$ cat src/cfg_regs_pkg.sv
// package: register map, field layout and carriers of the configuration register group
package cfg_regs_pkg;

  // register indices; byte address is four times the index
  localparam logic [7:0] IDX_REMAP_CFG  = 8'h5A;  // mgmt_ram_remap_config
  localparam logic [7:0] IDX_TRAP_CFG   = 8'h5B;  // io_trap_config
  localparam logic [7:0] IDX_TRAP0_BASE = 8'h5C;  // io_trap0_base
  localparam logic [7:0] IDX_TRAP1_BASE = 8'h5E;  // io_trap1_base
  localparam logic [7:0] IDX_DISK0      = 8'h60;  // disk_chan0_timing
  localparam logic [7:0] IDX_DISK1      = 8'h62;  // disk_chan1_timing
  localparam logic [7:0] IDX_AREA3      = 8'h64;  // exclusive_area3_setup

  // writable bit masks; reserved bits read as zero
  localparam logic [7:0]  REMAP_WMASK = 8'hBE;
  localparam logic [15:0] AREA3_WMASK = 16'hF0FF;

  // remap configuration field positions
  localparam int REMAP_BM_REQ  = 7;  // bus master request control
  localparam int REMAP_A20_SEL = 5;  // mask release in management mode
  localparam int REMAP_MODE_HI = 4;  // mode field 4:3
  localparam int REMAP_MODE_LO = 3;
  localparam int REMAP_INIT    = 2;  // initialization mode
  localparam int REMAP_EN      = 1;  // remapping enable

  // trap configuration field positions
  localparam int TRAP1_SIZE_HI = 7;
  localparam int TRAP1_SIZE_LO = 5;
  localparam int TRAP1_EN      = 4;
  localparam int TRAP0_SIZE_HI = 3;
  localparam int TRAP0_SIZE_LO = 1;
  localparam int TRAP0_EN      = 0;

  // exclusive area 3 field positions
  localparam int AREA3_TYPE    = 15;
  localparam int AREA3_SIZE_HI = 14;
  localparam int AREA3_SIZE_LO = 12;
  localparam int AREA3_START_HI = 7;

  // 64 KByte segment numbers (address bits 19:16) of the remap windows
  localparam logic [3:0] SEG_SRC_LOW  = 4'h6;
  localparam logic [3:0] SEG_SRC_HIGH = 4'hE;
  localparam logic [3:0] SEG_DST_A    = 4'hA;
  localparam logic [3:0] SEG_DST_B    = 4'hB;

  // wait count that a zero timing field stands for
  localparam logic [4:0] WAIT_ZERO_CLOCKS = 5'h10;

  // bus responses
  localparam logic [1:0] RESP_OKAY   = 2'h0;
  localparam logic [1:0] RESP_SLVERR = 2'h2;

  // AXI4-Lite request side (master to slave)
  typedef struct packed {
    logic [11:0] awaddr;
    logic        awvalid;
    logic [31:0] wdata;
    logic [3:0]  wstrb;
    logic        wvalid;
    logic        bready;
    logic [11:0] araddr;
    logic        arvalid;
    logic        rready;
  } axiReq_t;

  // AXI4-Lite answer side (slave to master)
  typedef struct packed {
    logic        awready;
    logic        wready;
    logic        bvalid;
    logic [1:0]  bresp;
    logic        arready;
    logic        rvalid;
    logic [31:0] rdata;
    logic [1:0]  rresp;
  } axiRsp_t;

  // processor cycle presented for checking
  typedef struct packed {
    logic        memValid;  // memory cycle this clock
    logic [31:0] memAddr;   // logical memory address
    logic        ioValid;   // I/O cycle this clock
    logic [15:0] ioAddr;    // I/O port address
  } cpuCycle_t;

  // eight decoded disk wait counts, 1..16 clocks
  typedef struct packed {
    logic [4:0] ch1SlaveRec;
    logic [4:0] ch1MasterRec;
    logic [4:0] ch1SlaveCmd;
    logic [4:0] ch1MasterCmd;
    logic [4:0] ch0SlaveRec;
    logic [4:0] ch0MasterRec;
    logic [4:0] ch0SlaveCmd;
    logic [4:0] ch0MasterCmd;
  } diskWait_t;

endpackage

$ cat src/mgmt_ram_iotrap_ide_timing_cfg.sv
// configuration register group: mgmt_ram remap, I/O traps, disk timing, exclusive area 3
// Operation
// - release address-20 mask in mgmt_mode when selected
// - mode field picks source and target 64K windows
// - init bit applies remapping outside mgmt_mode too
// - remap enable clear means never remap
// - enabled traps flag hits on I/O range
// - trap 1 size bits 7:5, powers of two
// - trap 1 hits only while bit 4 set
// - trap 0 size bits 3:1, enable bit 0
// - sixteen-bit trap bases at 5Ch, 5Eh, reset zero
// - channel 0 timing: four 4-bit fields
// - channel 1 timing uses same four-field layout
// - timing field value is clocks; zero means 16
// - area 3 type bit 15: onboard or bus
// - area 3 size: 000 off, 64K doubling
// - area 3 start bits 7:0 are A[23:16]
// - mgmt_mode accesses in window go to segment
`timescale 1ns/1ps

module mgmt_ram_iotrap_ide_timing_cfg (
  input  wire  logic                     clk_sys,
  input  wire  logic                     rst,
  input  wire  cfg_regs_pkg::axiReq_t    axiReq,
  output       cfg_regs_pkg::axiRsp_t    axiRsp,
  input  wire  logic                     mgmtMode,
  input  wire  logic                     addr20MaskIn,
  input  wire  cfg_regs_pkg::cpuCycle_t  cpuCycle,
  output logic                           addr20MaskOut,
  output logic                           remapHit,
  output logic [31:0]                    memPhysAddr,
  output logic                           area3Hit,
  output logic                           area3NonPostable,
  output logic [1:0]                     trapHit,
  output       cfg_regs_pkg::diskWait_t  diskWait
);
  import cfg_regs_pkg::*;

  // whole module state
  typedef struct packed {
    logic [7:0]  remapCfg;    // mgmt_ram_remap_config
    logic [7:0]  trapCfg;     // io_trap_config
    logic [15:0] trap0Base;   // io_trap0_base
    logic [15:0] trap1Base;   // io_trap1_base
    logic [15:0] disk0;       // disk_chan0_timing
    logic [15:0] disk1;       // disk_chan1_timing
    logic [15:0] area3;       // exclusive_area3_setup
    logic [7:0]  wrIdx;       // latched write index
    logic        awFull;      // write address held
    logic [31:0] wrData;      // latched write data
    logic [3:0]  wrStrb;      // latched byte strobes
    logic        wFull;       // write data held
    logic        bValid;      // write response pending
    logic [1:0]  bResp;
    logic        rValid;      // read response pending
    logic [31:0] rData;
    logic [1:0]  rResp;
    logic        a20Out;      // registered mask output
    logic        remapHit;
    logic [31:0] physAddr;
    logic        area3Hit;
    logic        area3NonPost;
    logic [1:0]  trapHit;
    diskWait_t   diskWait;
  } state_t;

  state_t state_q;  // registered state
  state_t state_d;  // next state

  // timing field to clock count; zero stands for sixteen
  function automatic logic [4:0] waitClocks(input logic [3:0] field);
    waitClocks = (field == 4'h0) ? WAIT_ZERO_CLOCKS : {1'b0, field};
  endfunction

  // mask of address bits compared for a trap of the given size code
  function automatic logic [15:0] trapMask(input logic [2:0] sizeCode);
    trapMask = ~((16'h0001 << sizeCode) - 16'h0001);
  endfunction

  // register read mux; flag tells whether the index is mapped
  function automatic logic [32:0] readReg(input state_t s, input logic [7:0] idx);
    unique case (idx)
      IDX_REMAP_CFG:  readReg = {1'b1, 24'h000000, s.remapCfg};
      IDX_TRAP_CFG:   readReg = {1'b1, 24'h000000, s.trapCfg};
      IDX_TRAP0_BASE: readReg = {1'b1, 16'h0000, s.trap0Base};
      IDX_TRAP1_BASE: readReg = {1'b1, 16'h0000, s.trap1Base};
      IDX_DISK0:      readReg = {1'b1, 16'h0000, s.disk0};
      IDX_DISK1:      readReg = {1'b1, 16'h0000, s.disk1};
      IDX_AREA3:      readReg = {1'b1, 16'h0000, s.area3};
      default:        readReg = {1'b0, 32'h00000000};
    endcase
  endfunction

  // 16-bit byte-lane merge
  function automatic logic [15:0] merge16(input logic [15:0] old, input logic [31:0] data,
                                          input logic [3:0] strb);
    merge16 = {strb[1] ? data[15:8] : old[15:8], strb[0] ? data[7:0] : old[7:0]};
  endfunction

  // bus handshakes, combinational from state
  assign axiRsp.awready = !state_q.awFull && !state_q.bValid;
  assign axiRsp.wready  = !state_q.wFull && !state_q.bValid;
  assign axiRsp.arready = !state_q.rValid;
  assign axiRsp.bvalid  = state_q.bValid;
  assign axiRsp.bresp   = state_q.bResp;
  assign axiRsp.rvalid  = state_q.rValid;
  assign axiRsp.rdata   = state_q.rData;
  assign axiRsp.rresp   = state_q.rResp;

  // decoded outputs come straight from flip-flops
  assign addr20MaskOut    = state_q.a20Out;
  assign remapHit         = state_q.remapHit;
  assign memPhysAddr      = state_q.physAddr;
  assign area3Hit         = state_q.area3Hit;
  assign area3NonPostable = state_q.area3NonPost;
  assign trapHit          = state_q.trapHit;
  assign diskWait         = state_q.diskWait;

  // combinational decode signals
  logic        remapActive;  // remapping applies this cycle
  logic [3:0]  srcSeg;       // selected logical segment
  logic [3:0]  dstSeg;       // selected physical segment
  logic        inWindow;     // address lies in the source window
  logic [2:0]  area3Size;    // area 3 size code
  logic [8:0]  area3Start;   // start in 64K units
  logic [8:0]  area3Len;     // length in 64K units
  logic [8:0]  area3Seg;     // address in 64K units
  logic [32:0] rdWord;       // read mux result with mapped flag
  logic        wrMapped;     // latched write index is mapped

  // remap window selection and activity
  always_comb begin
    remapActive = state_q.remapCfg[REMAP_EN] &&
                  (mgmtMode || state_q.remapCfg[REMAP_INIT]);
    srcSeg   = state_q.remapCfg[REMAP_MODE_HI] ? SEG_SRC_HIGH : SEG_SRC_LOW;
    dstSeg   = state_q.remapCfg[REMAP_MODE_LO] ? SEG_DST_B : SEG_DST_A;
    inWindow = (cpuCycle.memAddr[31:20] == 12'h000) &&
               (cpuCycle.memAddr[19:16] == srcSeg);
  end

  // exclusive area 3 range terms and register map lookups
  always_comb begin
    area3Size  = state_q.area3[AREA3_SIZE_HI:AREA3_SIZE_LO];
    area3Start = {1'b0, state_q.area3[AREA3_START_HI:0]};
    area3Len   = (area3Size == 3'h0) ? 9'h000 : (9'h001 << (area3Size - 3'h1));
    area3Seg   = {1'b0, cpuCycle.memAddr[23:16]};
    rdWord     = readReg(state_q, axiReq.araddr[9:2]);
    wrMapped   = readReg(state_q, state_q.wrIdx) >> 32 != 33'h0;
  end

  // next-state logic: bus slave, register writes and cycle decode
  always_comb begin
    state_d = state_q;

    // write address channel
    if (axiReq.awvalid && axiRsp.awready) begin
      state_d.wrIdx  = axiReq.awaddr[9:2];
      state_d.awFull = 1'b1;
    end
    // write data channel
    if (axiReq.wvalid && axiRsp.wready) begin
      state_d.wrData = axiReq.wdata;
      state_d.wrStrb = axiReq.wstrb;
      state_d.wFull  = 1'b1;
    end
    // both halves held: perform the write and answer
    if (state_q.awFull && state_q.wFull) begin
      state_d.awFull = 1'b0;
      state_d.wFull  = 1'b0;
      state_d.bValid = 1'b1;
      state_d.bResp  = wrMapped ? RESP_OKAY : RESP_SLVERR;
      unique case (state_q.wrIdx)
        IDX_REMAP_CFG: begin
          // bus-master request bit stored as written
          if (state_q.wrStrb[0]) state_d.remapCfg = state_q.wrData[7:0] & REMAP_WMASK;
        end
        IDX_TRAP_CFG: begin
          if (state_q.wrStrb[0]) state_d.trapCfg = state_q.wrData[7:0];
        end
        IDX_TRAP0_BASE: begin
          state_d.trap0Base = merge16(state_q.trap0Base, state_q.wrData, state_q.wrStrb);
        end
        IDX_TRAP1_BASE: begin
          state_d.trap1Base = merge16(state_q.trap1Base, state_q.wrData, state_q.wrStrb);
        end
        IDX_DISK0: begin
          state_d.disk0 = merge16(state_q.disk0, state_q.wrData, state_q.wrStrb);
        end
        IDX_DISK1: begin
          state_d.disk1 = merge16(state_q.disk1, state_q.wrData, state_q.wrStrb);
        end
        IDX_AREA3: begin
          state_d.area3 = merge16(state_q.area3, state_q.wrData, state_q.wrStrb) & AREA3_WMASK;
        end
        default: begin
          // unmapped index: nothing stored, error answer
        end
      endcase
    end
    // write response retires on bready
    if (state_q.bValid && axiReq.bready) begin
      state_d.bValid = 1'b0;
    end

    // read: data captured when address is taken
    if (axiReq.arvalid && axiRsp.arready) begin
      state_d.rValid = 1'b1;
      state_d.rData  = rdWord[31:0];
      state_d.rResp  = rdWord[32] ? RESP_OKAY : RESP_SLVERR;
    end else if (state_q.rValid && axiReq.rready) begin
      state_d.rValid = 1'b0;
    end

    // address-20 mask: released in mgmt_mode when selected, else passed through
    state_d.a20Out = (mgmtMode && state_q.remapCfg[REMAP_A20_SEL]) ? 1'b0 : addr20MaskIn;

    // memory cycle remapping
    state_d.remapHit = cpuCycle.memValid && remapActive && inWindow;
    state_d.physAddr = state_d.remapHit ?
                       {cpuCycle.memAddr[31:20], dstSeg, cpuCycle.memAddr[15:0]} :
                       cpuCycle.memAddr;

    // exclusive area 3 check on the same memory cycle
    state_d.area3Hit = cpuCycle.memValid && (area3Size != 3'h0) &&
                       (area3Seg >= area3Start) &&
                       (area3Seg < (area3Start + area3Len));
    state_d.area3NonPost = state_d.area3Hit && state_q.area3[AREA3_TYPE];

    // I/O trap hits, one-cycle pulses
    state_d.trapHit[0] = cpuCycle.ioValid && state_q.trapCfg[TRAP0_EN] &&
      (((cpuCycle.ioAddr ^ state_q.trap0Base) &
        trapMask(state_q.trapCfg[TRAP0_SIZE_HI:TRAP0_SIZE_LO])) == 16'h0000);
    state_d.trapHit[1] = cpuCycle.ioValid && state_q.trapCfg[TRAP1_EN] &&
      (((cpuCycle.ioAddr ^ state_q.trap1Base) &
        trapMask(state_q.trapCfg[TRAP1_SIZE_HI:TRAP1_SIZE_LO])) == 16'h0000);

    // disk wait counts from the timing registers
    state_d.diskWait.ch0SlaveRec  = waitClocks(state_q.disk0[15:12]);
    state_d.diskWait.ch0MasterRec = waitClocks(state_q.disk0[11:8]);
    state_d.diskWait.ch0SlaveCmd  = waitClocks(state_q.disk0[7:4]);
    state_d.diskWait.ch0MasterCmd = waitClocks(state_q.disk0[3:0]);
    state_d.diskWait.ch1SlaveRec  = waitClocks(state_q.disk1[15:12]);
    state_d.diskWait.ch1MasterRec = waitClocks(state_q.disk1[11:8]);
    state_d.diskWait.ch1SlaveCmd  = waitClocks(state_q.disk1[7:4]);
    state_d.diskWait.ch1MasterCmd = waitClocks(state_q.disk1[3:0]);
  end

  // state register, synchronous reset to all zero
  always_ff @(posedge clk_sys) begin
    if (rst) begin
      state_q <= '0;
    end else begin
      state_q <= state_d;
    end
  end
endmodule

$ cat config.mk
export PLATFORM = sky130hd
export DESIGN_NAME = mgmt_ram_iotrap_ide_timing_cfg
export DESIGN_NICKNAME = d
export VERILOG_FILES = /design/src/cfg_regs_pkg.sv /design/src/mgmt_ram_iotrap_ide_timing_cfg.sv
export SDC_FILE = /design/constraint.sdc
export NUM_CORES = 1
export LEC_CHECK = 0
export BUFFER_PORTS_ARGS = -buffer_cell sky130_fd_sc_hd__buf_2
export CELL_PAD_IN_SITES_DETAIL_PLACEMENT = 0
export CELL_PAD_IN_SITES_GLOBAL_PLACEMENT = 1
export CORE_MARGIN = 4
export CORE_UTILIZATION = 36
export DETAILED_ROUTE_END_ITERATION = 10
export PLACE_DENSITY_LB_ADDON = 0.05
export SYNTH_ARGS = -nofsm -noshare
export SYNTH_HDL_FRONTEND = slang
export SYNTH_SLANG_ARGS = --single-unit
$ cat constraint.sdc
create_clock -name clk_sys -period 2.8 [get_ports clk_sys]
set_input_delay 0.14 -clock clk_sys [delete_from_list [all_inputs] [get_ports clk_sys]]
set_output_delay 0.14 -clock clk_sys [all_outputs]
set_load 0.005 [all_outputs]
==> impl_summary.log, run 1 <==
[metrics] result of the run: complete, but fails checks
[metrics] failing checks: negative setup slack
[metrics] area growth from synthesis to layout: 25.17%
[metrics] count of pins on the block boundary: 238
[metrics] final setup vio count: 2
[metrics] startpoint of the lowest-slack register-to-register path: area3Size[1]$_SDFFE_PP0P_
[metrics] overall die height: 174.7 um
[metrics] Die Area: between 30,000 and 40,000 um^2
[metrics] port buffer count: 193
[metrics] most instantiated cells after synthesis: dfxtp_1 (216), nor2_1 (129), buf_4 (114)
[metrics] beginning of the worst hold path: axiReq[1]
[metrics] count of TritonRoute iterations in the first routing pass: 7
[metrics] pre-CTS WS: -0.3549 ns
[metrics] clock tree from TritonCTS: built
[metrics] dpl cell area: 10,670 um^2
[metrics] max-slew violation count: 0
[metrics] kind of critical path: reg -> reg
[metrics] insertion delay to the later sink of the worst-skew pair: 0.54 ns
[metrics] post-layout min period: 3.031 ns
[metrics] Max-cap violations: 0
[metrics] antenna violations before repair: 4
[metrics] Core ar.: 27,100 um^2
[metrics] cell at the root of the clock tree: clkbuf_16
[metrics] gate count of the mapped netlist: 1,094
[metrics] Critical Path End Type: register
[metrics] number of standard-cell rows in the floorplan: 60
[metrics] final wirelength: 28.85 mm
[metrics] cell type with the highest aggregate area in the netlist: dfxtp_1
[metrics] accumulated negative setup slack: -0.4124 ns
[metrics] width of the chip: 174.7 um
[metrics] share of final-layout standard cells stronger than drive strength 1: 24.05%
[metrics] CTS H-Tree Depth: 1
[metrics] PnR worst setup slack: -0.2309 ns
[metrics] post-detailed-route count of antenna-violating nets: 0
[metrics] number of synthesized register bits: 216
[metrics] measured slew at the worst slew-check pin: between 1 and 1.5 ns
[metrics] Sinks on Clock Net: ~220
[metrics] average via count per standard cell: 4.625
[metrics] GR Util All Layers: 18.26%
[metrics] largest net degree at the start of global routing: 91
[metrics] Critical Path AT: 3.46 ns
[metrics] portion of synthesized cell area occupied by the leading cell type: between 40% and 50%
[metrics] synth warn: 0
[metrics] mean cell area of the mapped netlist: about 9 um^2
[metrics] type of element launching the critical path: register
[metrics] Power Dens Cells: 611.9 nW/um^2
[metrics] cts bufs inserted: 26
[metrics] Worst Reg2Reg Path Length in Cells: 15
[metrics] sequential-to-total area share from yosys stat: 43.25%
[metrics] DRC violation total after the first TritonRoute iteration: between 300 and 400
[metrics] Unique masters post-synth: 65
[metrics] Worst Hold Path Cells: 4
[metrics] Achievable Freq: 0.3299 GHz
[metrics] prevailing post-synth register cell: dfxtp_1
[metrics] required time at the worst-slack endpoint: roughly 3.2 ns
[metrics] top cells by area, synth: dfxtp_1 (43%), mux2i_1 (11%), buf_4 (8.6%), nor2_1 (4.8%), nor2b_1 (4.3%)
[metrics] Net count, final: 1,414
[metrics] proportion of register bits with asynchronous set or reset after synthesis: 0%
[metrics] worst-case register-to-register setup slack: -0.23 ns
[metrics] Worst IR Drop VDD: approximately 0.35 mV
[metrics] vias in the first global route: 7,581
[metrics] fill cell total of the finished layout: 2,703
[metrics] worst min-delay path class: in -> reg
[metrics] cell area after synthesis: 9998 um^2
[metrics] drt drc: 0
[metrics] first-pass GRT wire length: around 44 mm
[metrics] Leakage: 5.522 nW
[metrics] starting density of the core: 36.89%
[metrics] most used standard cell by instance count after synthesis: dfxtp_1
[metrics] Detailed Place HPWL: roughly 21 mm
[metrics] setup repair after global routing missed its margin: true
[metrics] Longest Clk Path Bufs: 3
[metrics] remaining global-route overflow: 0
[metrics] endpoint of the worst-slack reg-to-reg timing path: area3Hit$_SDFF_PP0_
[metrics] largest fanout on the critical path: 3
[metrics] sequential standard cell area: 4328 um^2
[metrics] Final period util: 108.2%
[metrics] via count: 7,686
[metrics] fin area: 12,510 um^2
[metrics] clock-pin slew on the worst setup and hold paths: 0.06 ns
[metrics] worst clock skew: 0.02676 ns
[metrics] Final Wtd Congestion: a little over 0.8
[metrics] number of enable-type register cells in the synthesized netlist: 0
[metrics] final hold violation count: 0
[metrics] detailed-route wire length per cell: 17.36 um
[metrics] area occupied by multi-input gates: roughly 4700 um^2
[metrics] max-slew headroom at the worst pin: 30.89%
[metrics] Layout Utilization: 46.18%
[metrics] Worst Hold Endpoint: axiRsp[1]$_SDFFE_PP0P_
-- what timing repair did --
item                                    CTS  global route
hold buffers                             63             0
endpoints found under the setup margin    2             2
gates resized for setup                  14            12
endpoints found under the hold margin    62             0
pin swaps                                13             8
setup buffers                             9             0
-- worst max-delay path by stage --
stage	from	slack [ns]	endpoint
4_1_cts	area3Size[2]$_SDFFE_PP0P_	-0.32	area3NonPostable$_SDFF_PP0_
3_3_place_gp	area3Size[1]$_SDFFE_PP0P_	-0.23	area3NonPostable$_SDFF_PP0_
6_report	area3Size[1]$_SDFFE_PP0P_	-0.23	area3Hit$_SDFF_PP0_
3_5_place_dp	area3Size[1]$_SDFFE_PP0P_	-0.35	area3NonPostable$_SDFF_PP0_
5_1_grt	area3Size[1]$_SDFFE_PP0P_	-0.41	area3Hit$_SDFF_PP0_
2_1_floorplan	area3Size[1]$_SDFFE_PP0P_	-0.06	area3NonPostable$_SDFF_PP0_
-- logic make-up (layout without fill, tap and decap cells) --
group / after synthesis / count (layout) / synth area share [%]
and+or+nand+nor: 373 / 373 / 18.33
DFF: 216 / 216 / 43.25
buffers and inverters: 192 / 369 / 11.56
AOI/OAI and AO/OA: 132 / 132 / 8.510
muxes: 114 / 114 / 11.46
xor gates and xnor gates: 39 / 39 / 3.416
adders and majority gates: 27 / 27 / 3.429
other: 1 / 20 / 0.03751
-- final cells by class --
cell class                 instances  area share [%]
antenna                            1         0.02000
tap                              372           3.719
sequential                       216           34.58
timing repair buffer             294           15.21
clock inverter                    17           2.619
inverter                          27          0.8098
multi-input combinational        704           37.45
clock buffer                      31           5.589
-- sequential cells by signal, summed over array words and instances, names as in the netlist --
| signal | cells |
|---|---|
| trapHit | 2 |
| state_q | 107 |
| area3Size | 3 |
| addr20MaskOut | 1 |
| area3NonPostable | 1 |
| axiRsp | 20 |
| area3Start | 8 |
| remapHit | 1 |
| diskWait | 40 |
| memPhysAddr | 32 |
| area3Hit | 1 |
-- metrics by stage --
stage | hold slack [ns] | cells | total power (W)
6_report | 0.02328 | 1662 | 0.007657
5_1_grt | 0.05209 | 1662 | 0.007942
4_1_cts | 0.01420 | 1661 | 0.007759
3_5_place_dp | 0.3293 | 1541 | 0.003682
3_3_place_gp | 0.3258 | 1541 | 0.003683
2_1_floorplan | 0.2356 | 1112 | 0.003535
-- metal layers --
layer,GRT usage [%],vias to the layer above,wire length [um]
li1,-,3923,-
met1,25.59,3527,13940
met2,29.52,197,12900
met3,3.289,33,1501
met4,4.059,6,469
met5,0,-,41
-- report_power, final --
part | leakage [nW] | switching (W) | internal [W] | total (W)
registers | 1.76 | 0.0000704 | 0.00314 | 0.00321
logic | 3.26 | 0.000252 | 0.000231 | 0.000483
clock network | 0.502 | 0.00135 | 0.00261 | 0.00397
-- cell usage in the layout, fill, tap and decap left out, types with 4 or more instances in the layout --
cell / count
a21oi_1: 49
a221oi_1: 6
a22o_1: 5
a22oi_1: 9
and2_1: 5
and3_1: 5
buf_2: 192
buf_4: 34
buf_6: 5
bufinv_16: 9
clkbuf_16: 26
clkinv_2: 5
conb_1: 19
dfxtp_1: 213
dlygate4sd3_1: 63
ha_1: 23
inv_1: 26
mux2_2: 4
mux2i_1: 110
nand2_1: 89
nand2b_1: 5
nand3_1: 8
nor2_1: 129
nor2b_1: 67
nor3_1: 14
nor3b_1: 5
nor4_1: 6
o21ai_0: 13
o21ai_1: 9
o22ai_1: 8
or4_1: 8
xnor2_1: 20
xor2_1: 19
-- worst max-delay path, stage by stage (launching register included) --
cell and delay (ns):
dfxtp_2 0.35, or3b_4 0.39, buf_4 0.15, fa_2 0.38, nor2b_4 0.14, o2111ai_2 0.12, nand3_2 0.10, nor2_1 0.05
xor2_1 0.14, ha_1 0.21, a211oi_2 0.24, nand3_1 0.11, a21oi_2 0.20, a311oi_4 0.06, buf_4 0.16, a211oi_2 0.14
Power figures use the tool's default switching activity.
==> run 2: changes to the inputs <==
--- a/config.mk
+++ b/config.mk
@@ -5,11 +5,12 @@
 export SDC_FILE = /design/constraint.sdc
 export NUM_CORES = 1
 export LEC_CHECK = 0
+export ABC_AREA = 1
 export BUFFER_PORTS_ARGS = -buffer_cell sky130_fd_sc_hd__buf_2
 export CELL_PAD_IN_SITES_DETAIL_PLACEMENT = 0
 export CELL_PAD_IN_SITES_GLOBAL_PLACEMENT = 1
 export CORE_MARGIN = 4
-export CORE_UTILIZATION = 36
+export CORE_UTILIZATION = 35
 export DETAILED_ROUTE_END_ITERATION = 10
 export PLACE_DENSITY_LB_ADDON = 0.05
 export SYNTH_ARGS = -nofsm -noshare
==> impl_summary.log, run 2 <==
[metrics] result of the run: complete, no violations (was complete, but fails checks)
[metrics] Logic pwr share: 7.7% (was 6.3%)
[metrics] max-slew violation count: 0 (unchanged)
[metrics] Leakage: 5.449 nW (was 5.522 nW)
[metrics] Critical Path End Type: register (unchanged)
[metrics] number of standard cells in the layout, taps in and fillers out: 1,933 (was 1,662)
[metrics] Die Area: 32,410 um^2 (was 30,500 um^2)
[metrics] antenna violations before repair: 0 (was 4)
[metrics] met1 usage: 26.92% (was 25.59%)
[metrics] layer carrying the most global-route usage: met2 (unchanged)
[metrics] detailed-route wire length per cell: 17.24 um (was 17.36 um)
[metrics] type of element launching the critical path: register (unchanged)
[metrics] gate count of the mapped netlist: 1,376 (was 1,094)
[metrics] vias in the first global route: 8,906 (was 7,581)
[metrics] buffers plus inverters on the worst setup path: 2 (unchanged)
[metrics] post-placement cell count: 1,820 (was 1,541)
[metrics] post-detailed-route count of antenna-violating nets: 0 (unchanged)
[metrics] synth warn: 0 (unchanged)
[metrics] sequential-to-total area share from yosys stat: 41.75% (was 43.25%)
[metrics] max incr delay on CP: 0.34 ns (was 0.39 ns)
[metrics] share of total power in the clock network: 46.0% (was 51.8%)
[metrics] cell area after synthesis: 10,360 um^2 (was 9998 um^2)
[metrics] Max-cap violations: 0 (unchanged)
[metrics] mean cell area of the mapped netlist: 7.526 um^2 (was 9.139 um^2)
[metrics] commonest non-fill, non-tap cell in the layout: dfxtp_1 (unchanged)
[metrics] setup repair after global routing missed its margin: false (was true)
[metrics] share of final-layout standard cells stronger than drive strength 1: 19.17% (was 24.05%)
[metrics] worst min-delay path class: in -> reg (unchanged)
[metrics] final wirelength: 33.32 mm (was 28.85 mm)
[metrics] clock tree from TritonCTS: built (unchanged)
[metrics] register ranked first by flip-flop count: state_q (unchanged)
[metrics] worst clock skew: 0.02082 ns (was 0.02676 ns)
[metrics] sequential cell fraction of total power: 46.4% (was 41.9%)
[metrics] Final Wtd Congestion: 0.8425 (was 0.8130)
[metrics] GR Util All Layers: 20.11% (was 18.26%)
[metrics] Critical Path AT: 3.06 ns (was 3.46 ns)
[metrics] dominant delay contributor by cell family on the critical path: simple AND/OR/NAND/NOR gates (unchanged)
[metrics] required time at the worst-slack endpoint: 3.25 ns (was 3.23 ns)
[metrics] cell type with the highest aggregate area in the netlist: dfxtp_1 (unchanged)
[metrics] Worst IR Drop VDD: 0.4165 mV (was 0.3542 mV)
[metrics] Power Dens Cells: 568.5 nW/um^2 (was 611.9 nW/um^2)
[metrics] portion of synthesized cell area occupied by the leading cell type: 41.75% (was 43.25%)
[metrics] proportion of register bits with asynchronous set or reset after synthesis: 0% (unchanged)
[metrics] number of antenna cells inserted: 0 (was 1)
[metrics] top cells by area, synth: dfxtp_1 (42%), buf_4 (8.8%), nand2_1 (7.1%), nor2_1 (6.4%), a21oi_1 (6.1%) (was dfxtp_1 (43%), mux2i_1 (11%), buf_4 (8.6%), nor2_1 (4.8%), nor2b_1 (4.3%))
[metrics] Core ar.: 28,940 um^2 (was 27,100 um^2)
[metrics] final hold violation count: 0 (unchanged)
[metrics] Net count, final: 1,677 (was 1,414)
[metrics] Sinks on Clock Net: 216 (unchanged)
[metrics] fill cell total of the finished layout: 3,081 (was 2,703)
[metrics] via count: 8,978 (was 7,686)
[metrics] count of pins on the block boundary: 238 (unchanged)
[metrics] starting density of the core: 35.79% (was 36.89%)
[metrics] final setup vio count: 0 (was 2)
[metrics] number of standard-cell rows in the floorplan: 62 (was 60)
[metrics] flip-flop count of the largest register after layout: 107 (unchanged)
[metrics] number of synthesized register bits: 216 (unchanged)
[metrics] cts bufs inserted: 25 (was 26)
[metrics] overall power consumption: 0.007033 W (was 0.007657 W)
[metrics] clock-pin slew on the worst setup and hold paths: 0.06 ns (about the same)
[metrics] cell at the root of the clock tree: clkbuf_16 (unchanged)
[metrics] met2 usage in global routing: 34.36% (was 29.52%)
[metrics] largest net degree at the start of global routing: 98 (was 91)
[metrics] cell internal pwr: 0.005297 W (was 0.005980 W)
[metrics] width of the chip: 180.0 um (was 174.7 um)
[metrics] met3 Usage GRT: 2.887% (was 3.289%)
[metrics] cells along the critical path: inv_1 -> nand2_1 -> nor2_2 -> ha_2 -> inv_1 -> fa_2 -> nand3b_1 -> nand2_2 -> a31oi_1 -> xor2_1 -> ha_1 -> a21o_1 -> nand4_1 -> nand2_1 -> nor2_1 -> nand3_1 -> nor2_1 (was or3b_4 -> buf_4 -> fa_2 -> nor2b_4 -> o2111ai_2 -> nand3_2 -> nor2_1 -> xor2_1 -> ha_1 -> a211oi_2 -> nand3_1 -> a21oi_2 -> a311oi_4 -> buf_4 -> a211oi_2)
[metrics] count of TritonRoute iterations in the first routing pass: 5 (was 7)
[metrics] number of enable-type register cells in the synthesized netlist: 0 (unchanged)
[metrics] accumulated negative setup slack: 0 ns (was -0.4124 ns)
[metrics] kind of critical path: reg -> reg (unchanged)
[metrics] area growth from synthesis to layout: 19.46% (was 25.17%)
[metrics] drt drc: 0 (unchanged)
[metrics] CTS H-Tree Depth: 1 (unchanged)
[metrics] switch share: 24.68% (was 21.90%)
[metrics] insertion delay to the later sink of the worst-skew pair: 0.53 ns (was 0.54 ns)
[metrics] DRC violation total after the first TritonRoute iteration: 426 (was 316)
[metrics] prevailing post-synth register cell: dfxtp_1 (unchanged)
[metrics] top library cells by usage in the layout, fill and taps aside: dfxtp_1 (214), nand2_1 (194), buf_2 (192) (was dfxtp_1 (213), buf_2 (192), nor2_1 (129))
[metrics] measured slew at the worst slew-check pin: 0.7080 ns (was 1.033 ns)
[metrics] port buffer count: 193 (unchanged)
[metrics] reported net switching power: 0.001736 W (was 0.001677 W)
[metrics] remaining global-route overflow: 0 (unchanged)
[metrics] Longest Clk Path Bufs: 3 (unchanged)
[metrics] Final period util: 92.94% (was 108.2%)
[metrics] max-slew headroom at the worst pin: 52.63% (was 30.89%)
[metrics] Achievable Freq: 0.3843 GHz (was 0.3299 GHz)
[metrics] cell at the slowest stage of the critical path: dfxtp_2 (was or3b_4)
[metrics] post-layout min period: 2.602 ns (was 3.031 ns)
[metrics] most instantiated cells after synthesis: dfxtp_1 (216), nand2_1 (195), nor2_1 (176) (was dfxtp_1 (216), nor2_1 (129), buf_4 (114))
[metrics] most used standard cell by instance count after synthesis: dfxtp_1 (unchanged)
[metrics] largest fanout on the critical path: 5 (was 3)
[metrics] first-pass GRT wire length: 52.11 mm (was 44.37 mm)
[metrics] overall die height: 180.0 um (was 174.7 um)
[metrics] average via count per standard cell: 4.645 (was 4.625)
[metrics] Unique masters post-synth: 48 (was 65)
[metrics] Detailed Place HPWL: 24.36 mm (was 21.15 mm)
## run 2: cell count changes after synthesis, sizes merged, moves of 22 or more
| cell | delta |
|---|---|
| a21oi | +76 |
| clkbuf | -22 |
| inv | +123 |
| mux2i | -110 |
| nand2 | +117 |
| nand3 | +101 |
| nor2 | +51 |
| nor2b | -68 |
| o21ai | +67 |
## run 2: cell type report
type                    count  area [um^2]  share of cell area, %
flip-flops and latches    216         4327                  34.97
clock buffers              34        729.5                  5.896
repair buffers            274         1784                  14.42
well taps                 384        480.5                  3.883
multi-input cells         862         4394                  35.52
inverters                 153        574.3                  4.642
clock inverters            10        82.58                 0.6675
## run 2: final timing paths
path / from / end / slack [ns] / depth (start not counted)
max reg2reg: area3Size[1]$_SDFFE_PP0P_ / area3NonPostable$_SDFF_PP0_ / 0.20 / 17
max: area3Size[1]$_SDFFE_PP0P_ / area3NonPostable$_SDFF_PP0_ / 0.20 / 17
min: cpuCycle[10] / trapHit[0]$_SDFF_PP0_ / 0.06 / 5
min reg2reg: axiRsp[12]$_SDFFE_PP0P_ / axiRsp[12]$_SDFFE_PP0P_ / 0.46 / 2
## run 2: what timing repair did
| action | in CTS | in global routing |
|---|---|---|
| gates resized for setup | 0 | 6 |
| hold endpoints to repair | 65 | 0 |
| setup endpoints to repair | 0 | 2 |
| hold buffers | 68 | 0 |
| setup buffers | 0 | 1 |
## run 2: per-stage QoR
| step | setup WS [ns] | hold slack, ns | util (%) | instance area, um^2 |
|---|---|---|---|---|
| after floorplan | 0.3440 | 0.2316 | - | 10420 |
| after global placement | 0.1456 | 0.3271 | 37.53 | 10860 |
| after detailed placement | 0.1060 | 0.3341 | 37.53 | 10860 |
| after CTS | 0.07698 | 0.03879 | 42.69 | 12350 |
| after global routing | 0.0003089 | 0.08536 | 42.76 | 12370 |
| final | 0.1977 | 0.06006 | 42.76 | 12370 |
## run 2: tightest hold or removal path, stage by stage
cell and delay (ns):
buf_2 0.13, nand2_1 0.06, a221oi_1 0.08, nand3_1 0.09, nor2_1 0.04
## run 2: power groups by stage
stage | clock (W) | sequential [W] | combinational [W]
after floorplan | 0 | 0.00327 | 0.000334
after detailed placement | 0 | 0.00333 | 0.000469
after global placement | 0 | 0.00333 | 0.000468
final | 0.00323 | 0.00326 | 0.000540
after CTS | 0.00334 | 0.00326 | 0.000543
after global routing | 0.00344 | 0.00327 | 0.000613
## run 2: routing by layer
layer  part of all wire (%)  wire (um)
met5                      0          0
met4                    2.7        885
met3                    4.4       1461
met2                     46      15470
met1                     47      15510
## run 2: logic make-up after synthesis
kind of cell | Yosys count | synth area share [%]
AO/OA/AOI/OAI | 246 | 12.71
XOR/XNOR | 25 | 2.114
adder cells (fa/ha/maj) | 26 | 3.214
buffers and inverters | 316 | 16.56
flip-flops | 216 | 41.75
other | 1 | 0.03621
AND/OR/NAND/NOR | 546 | 23.61
